`src/hw/xfer_status_pkg.sv`:
```
// package for the transfer and field fault status block
package xfer_status_pkg;
    localparam int OVERFLOW_BIT  = 7;
    localparam int CRC_BIT       = 5;
    localparam int LATE_BIT      = 4;
    localparam int ABSENT_BIT    = 2;
    localparam int WBLOCK_BIT    = 1;
    localparam int ADDR_BIT      = 0;
    localparam int CLASH_BIT     = 6;
    localparam int PCRC_BIT      = 5;
    localparam int MISMATCH_BIT  = 4;
    localparam int BADTRK_BIT    = 1;
    localparam int DSYNC_BIT     = 0;
    localparam logic [7:0] LAST_SECTOR   = 8'hff;
    localparam logic [7:0] BAD_CYLINDER  = 8'hff;
    localparam logic [7:0] STATUS_RESET  = 8'h00;
    localparam logic [7:0] USED1_MASK    = 8'hb7;
    localparam logic [7:0] USED2_MASK    = 8'h73;
    localparam logic [1:0] IC_NORMAL     = 2'h0;
    localparam logic [1:0] IC_ABNORMAL   = 2'h1;
    localparam int INDEX_LIMIT = 2;

    typedef enum logic [2:0] {
        CMD_READ_DATA, CMD_READ_DELETED, CMD_READ_ID, CMD_READ_TRACK,
        CMD_WRITE_DATA, CMD_WRITE_DELETED, CMD_FORMAT, CMD_OTHER
    } cmd_kind_t;

    // events from the read/write datapath, one-cycle pulses
    typedef struct packed {
        logic       sector_step;
        logic [7:0] sector_num;
        logic       id_crc_bad;
        logic       data_crc_bad;
        logic       late_service;
        logic       sector_miss;
        logic       sequence_bad;
        logic       id_seen;
        logic [7:0] id_cylinder;
        logic       data_mark;
        logic       deleted_mark;
        logic       mark_timeout;
        logic       xfer_done;
    } disk_evt_t;

    typedef struct packed {
        logic [7:0] transfer_fault_status;
        logic [7:0] field_fault_status;
        logic [1:0] interrupt_code_field;
    } result_t;
endpackage : xfer_status_pkg

```
`src/hw/disk_transfer_error_status.sv`:
```
// sticky error flags of status bytes one and two
module disk_transfer_error_status (
    input  wire logic                        REF_CLK_I,
    input  wire logic                        RST_I,
    input  wire logic                        CMD_START_I,
    input  wire xfer_status_pkg::cmd_kind_t  CMD_KIND_I,
    input  wire logic                        CMD_ACTIVE_I,
    input  wire logic [7:0]                  PRESENT_TRACK_I,
    input  wire xfer_status_pkg::disk_evt_t  EVT_I,
    input  wire logic                        TRANSFER_COUNT_END_I,
    input  wire logic                        INDEX_PULSE_INPUT_I,
    input  wire logic                        WRITE_PROTECT_I,
    input  wire logic                        RESULT_SEL_I,
    input  wire logic                        RESULT_DONE_I,
    output logic [7:0]                       RESULT_BYTE_O,
    output logic                             RESULT_VALID_O,
    output logic [1:0]                       INTERRUPT_CODE_FIELD_O,
    output logic                             ERROR_O
);
    logic [7:0] st1;
    logic [7:0] st2;
    logic [7:0] set1;
    logic [7:0] set2;
    logic [7:0] next_st1;
    logic [7:0] next_st2;
    logic [1:0] index_cnt;
    logic       wp_q;
    logic       tc_seen;
    logic       held;
    logic       is_write;
    logic       is_read_rw;
    logic       wp_rise;
    logic       cyl_diff;
    logic       any_err;

    ////////////////////////////////////////////////////////////////////////
    assign is_write   = CMD_KIND_I == xfer_status_pkg::CMD_WRITE_DATA ||
                        CMD_KIND_I == xfer_status_pkg::CMD_WRITE_DELETED ||
                        CMD_KIND_I == xfer_status_pkg::CMD_FORMAT;
    assign is_read_rw = CMD_KIND_I == xfer_status_pkg::CMD_READ_DATA ||
                        CMD_KIND_I == xfer_status_pkg::CMD_READ_DELETED ||
                        CMD_KIND_I == xfer_status_pkg::CMD_WRITE_DATA ||
                        CMD_KIND_I == xfer_status_pkg::CMD_WRITE_DELETED;
    assign wp_rise  = WRITE_PROTECT_I && !wp_q;
    assign cyl_diff = EVT_I.id_seen && EVT_I.id_cylinder != PRESENT_TRACK_I;

    always_comb begin
        set1 = 8'h00;
        set2 = 8'h00;
        set1[xfer_status_pkg::OVERFLOW_BIT] =
            (EVT_I.sector_step &&
             EVT_I.sector_num == xfer_status_pkg::LAST_SECTOR) ||
            (EVT_I.xfer_done && is_read_rw && !tc_seen &&
             !TRANSFER_COUNT_END_I);
        set1[xfer_status_pkg::CRC_BIT] = EVT_I.id_crc_bad ||
                                         EVT_I.data_crc_bad;
        set1[xfer_status_pkg::LATE_BIT] = EVT_I.late_service;
        set1[xfer_status_pkg::ABSENT_BIT] =
            (EVT_I.sector_miss &&
             (CMD_KIND_I == xfer_status_pkg::CMD_READ_DATA ||
              CMD_KIND_I == xfer_status_pkg::CMD_READ_DELETED)) ||
            (EVT_I.id_crc_bad &&
             CMD_KIND_I == xfer_status_pkg::CMD_READ_ID) ||
            (EVT_I.sequence_bad &&
             CMD_KIND_I == xfer_status_pkg::CMD_READ_TRACK);
        set1[xfer_status_pkg::WBLOCK_BIT] = wp_rise && is_write;
        set1[xfer_status_pkg::ADDR_BIT] =
            (INDEX_PULSE_INPUT_I && !EVT_I.id_seen &&
             index_cnt == 2'(xfer_status_pkg::INDEX_LIMIT - 1)) ||
            EVT_I.mark_timeout;
        set2[xfer_status_pkg::CLASH_BIT] =
            (EVT_I.deleted_mark &&
             CMD_KIND_I == xfer_status_pkg::CMD_READ_DATA) ||
            (EVT_I.data_mark &&
             CMD_KIND_I == xfer_status_pkg::CMD_READ_DELETED);
        set2[xfer_status_pkg::PCRC_BIT] = EVT_I.data_crc_bad;
        set2[xfer_status_pkg::MISMATCH_BIT] = cyl_diff;
        set2[xfer_status_pkg::BADTRK_BIT] =
            cyl_diff && EVT_I.id_cylinder == xfer_status_pkg::BAD_CYLINDER;
        set2[xfer_status_pkg::DSYNC_BIT] = EVT_I.mark_timeout;
    end

    assign next_st1 = CMD_START_I ? xfer_status_pkg::STATUS_RESET :
                      held ? st1 : (st1 | set1);
    assign next_st2 = CMD_START_I ? xfer_status_pkg::STATUS_RESET :
                      held ? st2 : (st2 | set2);

    ////////////////////////////////////////////////////////////////////////
    // flags freeze once execution ends so late datapath noise
    // cannot change bytes the host is still reading
    always_ff @(posedge REF_CLK_I or posedge RST_I) begin
        if (RST_I) begin
            st1 <= xfer_status_pkg::STATUS_RESET;
            st2 <= xfer_status_pkg::STATUS_RESET;
            held <= 1'b0;
            // a switch already high at reset is not a new rise
            wp_q <= 1'b1;
            tc_seen <= 1'b0;
            index_cnt <= 2'h0;
        end else begin
            st1 <= next_st1 & xfer_status_pkg::USED1_MASK;
            st2 <= next_st2 & xfer_status_pkg::USED2_MASK;
            wp_q <= WRITE_PROTECT_I;
            if (CMD_START_I) begin
                held <= 1'b0;
                tc_seen <= 1'b0;
                index_cnt <= 2'h0;
            end else begin
                if (!CMD_ACTIVE_I && !held)
                    held <= 1'b1;
                else if (RESULT_DONE_I)
                    held <= 1'b0;
                if (TRANSFER_COUNT_END_I)
                    tc_seen <= 1'b1;
                if (EVT_I.id_seen)
                    index_cnt <= 2'h0;
                else if (INDEX_PULSE_INPUT_I && index_cnt != 2'h3)
                    index_cnt <= index_cnt + 2'h1;
            end
        end
    end

    ////////////////////////////////////////////////////////////////////////
    assign any_err = (st1 | st2) != 8'h00;
    assign ERROR_O = any_err;
    assign INTERRUPT_CODE_FIELD_O = any_err ? xfer_status_pkg::IC_ABNORMAL
                                            : xfer_status_pkg::IC_NORMAL;
    assign RESULT_VALID_O = held;
    assign RESULT_BYTE_O  = !held ? 8'h00 : RESULT_SEL_I ? st2 : st1;

    ////////////////////////////////////////////////////////////////////////
    property p_crc_sets;
        @(posedge REF_CLK_I) disable iff (RST_I)
        (EVT_I.id_crc_bad && !CMD_START_I && !held) |=>
            st1[xfer_status_pkg::CRC_BIT];
    endproperty
    a_crc_sets: assert property (p_crc_sets)
        else $error("crc flag missed");
    property p_unused_zero;
        @(posedge REF_CLK_I) disable iff (RST_I)
        (st1 & ~xfer_status_pkg::USED1_MASK) == 8'h00 &&
        (st2 & ~xfer_status_pkg::USED2_MASK) == 8'h00;
    endproperty
    a_unused_zero: assert property (p_unused_zero)
        else $error("unused bit set");
    property p_start_clears;
        @(posedge REF_CLK_I) disable iff (RST_I)
        CMD_START_I |=> st1 == 8'h00 && st2 == 8'h00;
    endproperty
    a_start_clears: assert property (p_start_clears)
        else $error("no clear");
    property p_badtrk_implies;
        @(posedge REF_CLK_I) disable iff (RST_I)
        st2[xfer_status_pkg::BADTRK_BIT] |->
            st2[xfer_status_pkg::MISMATCH_BIT];
    endproperty
    a_badtrk_implies: assert property (p_badtrk_implies)
        else $error("bad trk");
    property p_pcrc_both;
        @(posedge REF_CLK_I) disable iff (RST_I)
        st2[xfer_status_pkg::PCRC_BIT] |-> st1[xfer_status_pkg::CRC_BIT];
    endproperty
    a_pcrc_both: assert property (p_pcrc_both)
        else $error("payload crc");
    property p_code;
        @(posedge REF_CLK_I) disable iff (RST_I)
        (st1 != 8'h00) |-> INTERRUPT_CODE_FIELD_O == 2'h1;
    endproperty
    a_code: assert property (p_code)
        else $error("interrupt code");
    property p_hold;
        @(posedge REF_CLK_I) disable iff (RST_I)
        (held && !CMD_START_I && !RESULT_DONE_I) |=>
            $stable(st1) && $stable(st2);
    endproperty
    a_hold: assert property (p_hold)
        else $error("flags moved");
    property p_wblock;
        @(posedge REF_CLK_I) disable iff (RST_I)
        (wp_rise && is_write && !CMD_START_I && !held) |=>
            st1[xfer_status_pkg::WBLOCK_BIT];
    endproperty
    a_wblock: assert property (p_wblock)
        else $error("write block");
endmodule : disk_transfer_error_status

```
`config.mk`:
```
export PLATFORM = sky130hd
export DESIGN_NAME = disk_transfer_error_status
export DESIGN_NICKNAME = d
export VERILOG_FILES = /design/src/hw/xfer_status_pkg.sv /design/src/hw/disk_transfer_error_status.sv
export SDC_FILE = /design/constraint.sdc
export NUM_CORES = 1
export LEC_CHECK = 0
export BUFFER_PORTS_ARGS = -buffer_cell sky130_fd_sc_hd__buf_2
export CAP_MARGIN = 15
export CORE_MARGIN = 2
export CORE_UTILIZATION = 42
export CTS_BUF_LIST = sky130_fd_sc_hd__clkbuf_16
export DETAILED_ROUTE_END_ITERATION = 8
export PLACE_DENSITY_LB_ADDON = 0.15
export SYNTH_ARGS = -nofsm -noshare
export SYNTH_HDL_FRONTEND = slang
export SYNTH_SLANG_ARGS = --single-unit
export TNS_END_PERCENT = 30
```
`constraint.sdc`:
```
create_clock -name REF_CLK_I -period 1.7 [get_ports REF_CLK_I]
set_input_delay 0.085 -clock REF_CLK_I [delete_from_list [all_inputs] [get_ports REF_CLK_I]]
set_output_delay 0.085 -clock REF_CLK_I [all_outputs]
set_load 0.1 [all_outputs]
```
# After elaboration in Yosys (flattened, before gate mapping)
# Cells that the tools add are included.
dict set report word_totals {
  ff_bits 16
  inputBits 47
  out_inout_bits 12
  word_cells 76
}
dict set report classes {
  n_addsub 1
  eq_ne 12
  muxes 15
  bitwise 3
  reduce_logical 39
}
# cell n
set ops {}
lappend ops {{$mux 8} 4}
lappend ops {{$logic_and 1x1->1} 17}
lappend ops {{$eq 8x8->1 const B} 2}
lappend ops {{$mux 7} 2}
lappend ops {{$logic_or 1x1->1} 11}
lappend ops {{$eq 3x3->1 const B} 3}
lappend ops {{$ne 8x8->1} 1}
lappend ops {{$or 8x7->8} 1}
lappend ops {{$or 8x8->8} 1}
lappend ops {{$reduce_bool 8->1} 1}
lappend ops {{$or 7x7->7} 1}
lappend ops {{$eq 3x2->1 const B} 2}
lappend ops {{$logic_not 1->1} 6}
lappend ops {{$mux 1} 6}
lappend ops {{$mux 2} 3}
lappend ops {{$reduce_bool 3->1} 2}
lappend ops {{$ne 2x2->1 const B} 2}
lappend ops {{$eq 3x1->1 const B} 1}
lappend ops {{$logic_not 3->1} 1}
lappend ops {{$add 2x1->2 const B} 1}
lappend ops {{$eq 2x1->1 const B} 1}
lappend ops {{$reduce_bool 2->1} 1}

# Depth between registers and ports, before layout
dict set report depth {
  depth_word 11
  depth_mapped 5
}

# Worst setup path before layout
# Ideal clock, no wire load.
dict set report synth_timing {
  kind {reg-to-output}
  from {reg held (netlist: RESULT_VALID_O)}
  to {out RESULT_BYTE_O[2]}
  t_arrival_ns 3.593
  path_slack_ns -1.978
  path_stages_with_launch 4
  path_buffers 1
  cell_sequence {dfrtp_1 inv_1 clkbuf_1 nor3b_1}
}
dict set report synth_via {
  elab_chain_len 1
}
# element line_no
set synth_rtl {}
lappend synth_rtl {{start: declaration} disk_transfer_error_status.sv:29} ;# logic held;
lappend synth_rtl {{start signal: assignment} disk_transfer_error_status.sv:95} ;# held <= 1'b0;
lappend synth_rtl {{start signal: assignment} disk_transfer_error_status.sv:105} ;# held <= 1'b0;
lappend synth_rtl {{start signal: assignment} disk_transfer_error_status.sv:110} ;# held <= 1'b1;
lappend synth_rtl {{$mux 8} disk_transfer_error_status.sv:129} ;# assign RESULT_BYTE_O = !held ? 8'h00 : RESULT_SEL_I ? st2 : st1;
lappend synth_rtl {{end: declaration} disk_transfer_error_status.sv:15} ;# output logic [7:0] RESULT_BYTE_O,
# Every way passes these cells.

# Worst setup path after layout
dict set report layout_timing {
  from {reg held (netlist: RESULT_VALID_O)}
  to {out RESULT_BYTE_O[7]}
}
# Same word-level chain as after synthesis.

==> flow_metrics.env <==
export IMPL_via_per_inst=5.053
export IMPL_die_area_um2=2625
export IMPL_start_util_pct=43.19
export IMPL_layout_commonest_cell="buf_2"
export IMPL_vdd_drop_max_mv=0.5157
export IMPL_post_route_period_util_pct=92.92
export IMPL_grt_use_met3_pct=2.924
export IMPL_dr_pass1_iters=4
export IMPL_crit_type="reg2out"
export IMPL_utilization_pct=62.80
export IMPL_fillCellCount=207
export IMPL_use_met2_pct=34.85
export IMPL_num_vias=960
export IMPL_drive_gt1_share_pct=42.59
export IMPL_worstPathRequired_ns=1.62
export IMPL_fp_dieW_um=51.24
export IMPL_rows=17
export IMPL_htreeDepth=1
export IMPL_clkLatencyLatePin_ns=0.24
export IMPL_dp_final_hpwl_um=1838
export IMPL_grt_max_degree=17
export IMPL_reg2reg_slack_ns=0.34
export IMPL_root_buffer="clkbuf_16"
export IMPL_synth_area_per_cell_um2=8.925
export IMPL_synth_top_area_cell="dfrtp_1"
export IMPL_layout_min_cycle_time_ns=1.580
export IMPL_detail_route_antenna_nets=0
export IMPL_worst_pin_slew_ns=0.5659
export IMPL_hold_buffers=2
export IMPL_final_area_um2=1363
export IMPL_p_per_area_nw_per_um2=857.4
export IMPL_synth_cell_types=29
export IMPL_preCtsSetupSlack_ns=0.3351
export IMPL_cts_tree="done"
export IMPL_core_um2=2170
export IMPL_cp_start_kind="flip-flop"
export IMPL_syn_inst=105
export IMPL_finClkSkew_ns=0.003302
export IMPL_seq_area_frac_synth_pct=42.86
export IMPL_cp_max_fo=11
export IMPL_finalSetupViolCount=0
export IMPL_grt_overflow=0
export IMPL_cts_path_max_buffers=2
export IMPL_drt_iter0_markers=12
export IMPL_synth_top_area_share_pct=40.05
export IMPL_dpl_cell_area_um2=1264
export IMPL_status="complete, no violations"
export IMPL_crit_chain="inv_2 -> nor3_4 -> buf_2"
export IMPL_fmax_mhz=633.1
export IMPL_cap_violations=0
export IMPL_r2r_start="index_cnt[0]"
export IMPL_layout_common_cells="56 x buf_2, 17 x nor2_1, 14 x dfrtp_1"
export IMPL_crit_path_end_kind="output pin"
export IMPL_rsz0062_at_grt="false"
export IMPL_wl_um=2223
export IMPL_syn_to_final_growth_pct=45.39
export IMPL_cp_slowest_stage_delay_ns=0.46
export IMPL_die_h_um=51.24
export IMPL_grt_pass1_vias=922
export IMPL_fin_hold_ws_ns=0.02821
export IMPL_hold_start="CMD_ACTIVE_I"
export IMPL_cts_sinks=16
export IMPL_met1_usage_pct=22.30
export IMPL_timing_final_ws_setup_ns=0.1204
export IMPL_cts_buffers=3
export IMPL_cts_clk_slew_worst_paths_ns=0.05
export IMPL_grt_busiest_layer="met2"
export IMPL_antenna_found_initial=0
export IMPL_gp_congestion=0.7574
export IMPL_synth_area_leaders="dfrtp_1 40%, nor2_1 8.4%, xnor2_1 8.4%"
export IMPL_hold_path_class="in2reg"
export IMPL_pin_count=59
export IMPL_crit_start="RESULT_VALID_O"
export IMPL_grt_first_pass_wirelength_um=3739
export IMPL_synth_warnings=0
export IMPL_cp_slowest_cell="dfrtp_4"
export IMPL_ys_ff_latch=16
export IMPL_cp_arrival_ns=1.49
export IMPL_wl_per_cell_um=11.70
export IMPL_report_final_slew_viol_count=0
export IMPL_cts_resized=0
export IMPL_leakage_nw=0.6849
export IMPL_netlist_area_um2=937.1
export IMPL_max_slew_margin_pct=62.23
export IMPL_grt_use_total_pct=19.17
export IMPL_finalHoldViolations=0
export IMPL_drc=0
export IMPL_final_nets=212
export IMPL_io_buffers=56
export IMPL_antennaDiodeCount=0
export IMPL_cts_setup_buffers=0
==> stage by stage <==
| step | cells | power (W) | setup TNS, ns |
|---|---|---|---|
| final | 190 | 0.001168 | 0 |
| after global routing | 190 | 0.001232 | 0 |
| after CTS | 190 | 0.001184 | 0 |
| after detailed placement | 184 | 0.0007259 | 0 |
| after global placement | 184 | 0.0007198 | 0 |
| after floorplan | 106 | 0.0006422 | -0.4355 |
==> power breakdown <==
part	internal, W	switching, W	total, W	leakage, nW
logic	0.0000990	0.000193	0.000292	0.437
registers	0.000408	0.0000224	0.000431	0.206
clock network	0.000311	0.000135	0.000446	0.0423
total	0.000818	0.000350	0.00117	0.685
==> registers in the layout, summed over array words and instances, names as in the netlist <==
register,flops
RESULT_VALID_O,1
index_cnt,2
st1,6
st2,5
tc_seen,1
wp_q,1
==> cell usage after synthesis <==
master / n
nor2_1: 21
inv_1: 7
and2_1: 1
conb_1: 1
o211ai_1: 1
nor4_1: 3
xnor2_1: 9
clkbuf_1: 3
and3_1: 1
nor3_1: 4
a211oi_1: 1
a2111oi_1: 1
nor3b_1: 1
mux2i_1: 6
o32ai_1: 1
nand2_1: 2
and3b_1: 1
o21ai_0: 4
nor4bb_1: 1
dfstp_2: 1
a2111oi_0: 1
nand3_1: 2
dfrtp_1: 15
nor4b_1: 1
buf_4: 3
ha_1: 2
nand4_1: 5
nor2b_1: 1
a21oi_1: 5
==> kinds of logic after synthesis <==
kind of cell               Yosys count  share of synthesized area [%]
and+or+nand+nor                     44                          23.50
AOI/OAI and AO/OA                   14                          9.346
adders and majority gates            2                          2.670
other                                1                         0.4001
xor gates and xnor gates             9                          8.412
buffers and inverters               13                          6.409
DFF                                 16                          42.86
muxes                                6                          6.409
==> critical path, delay by kind of cell, from the launching register on <==
kind          cells  cell delay, ns
buf+inv           2            0.58
flops             1            0.46
simple gates      1            0.20
==> final cells by class <==
type	instances	area [um2]	area share, %
multi-input cells	77	516.7	37.92
flip-flops and latches	16	405.4	29.75
repair buffers	58	300.3	22.04
clock buffers	3	75.07	5.510
well taps	28	35.03	2.571
inverters	7	26.28	1.928
clock inverters	1	3.754	0.2755
==> routing by layer <==
| layer | share of wire (%) | wire (um) |
|---|---|---|
| met3 | 8.5 | 190 |
| met4 | 1.5 | 34 |
| met5 | 0 | 0 |
| met1 | 38 | 854 |
| met2 | 51 | 1144 |
==> final timing paths <==
kind | end | depth (start not counted)
max | RESULT_BYTE_O[7] | 3
min | RESULT_VALID_O | 2
max reg2reg | index_cnt[1] | 4
min reg2reg | tc_seen | 2
max in group asynchronous | RESULT_VALID_O | 3
min in group asynchronous | st1[4] | 3
No activity file was read; power rests on OpenSTA's default activity.
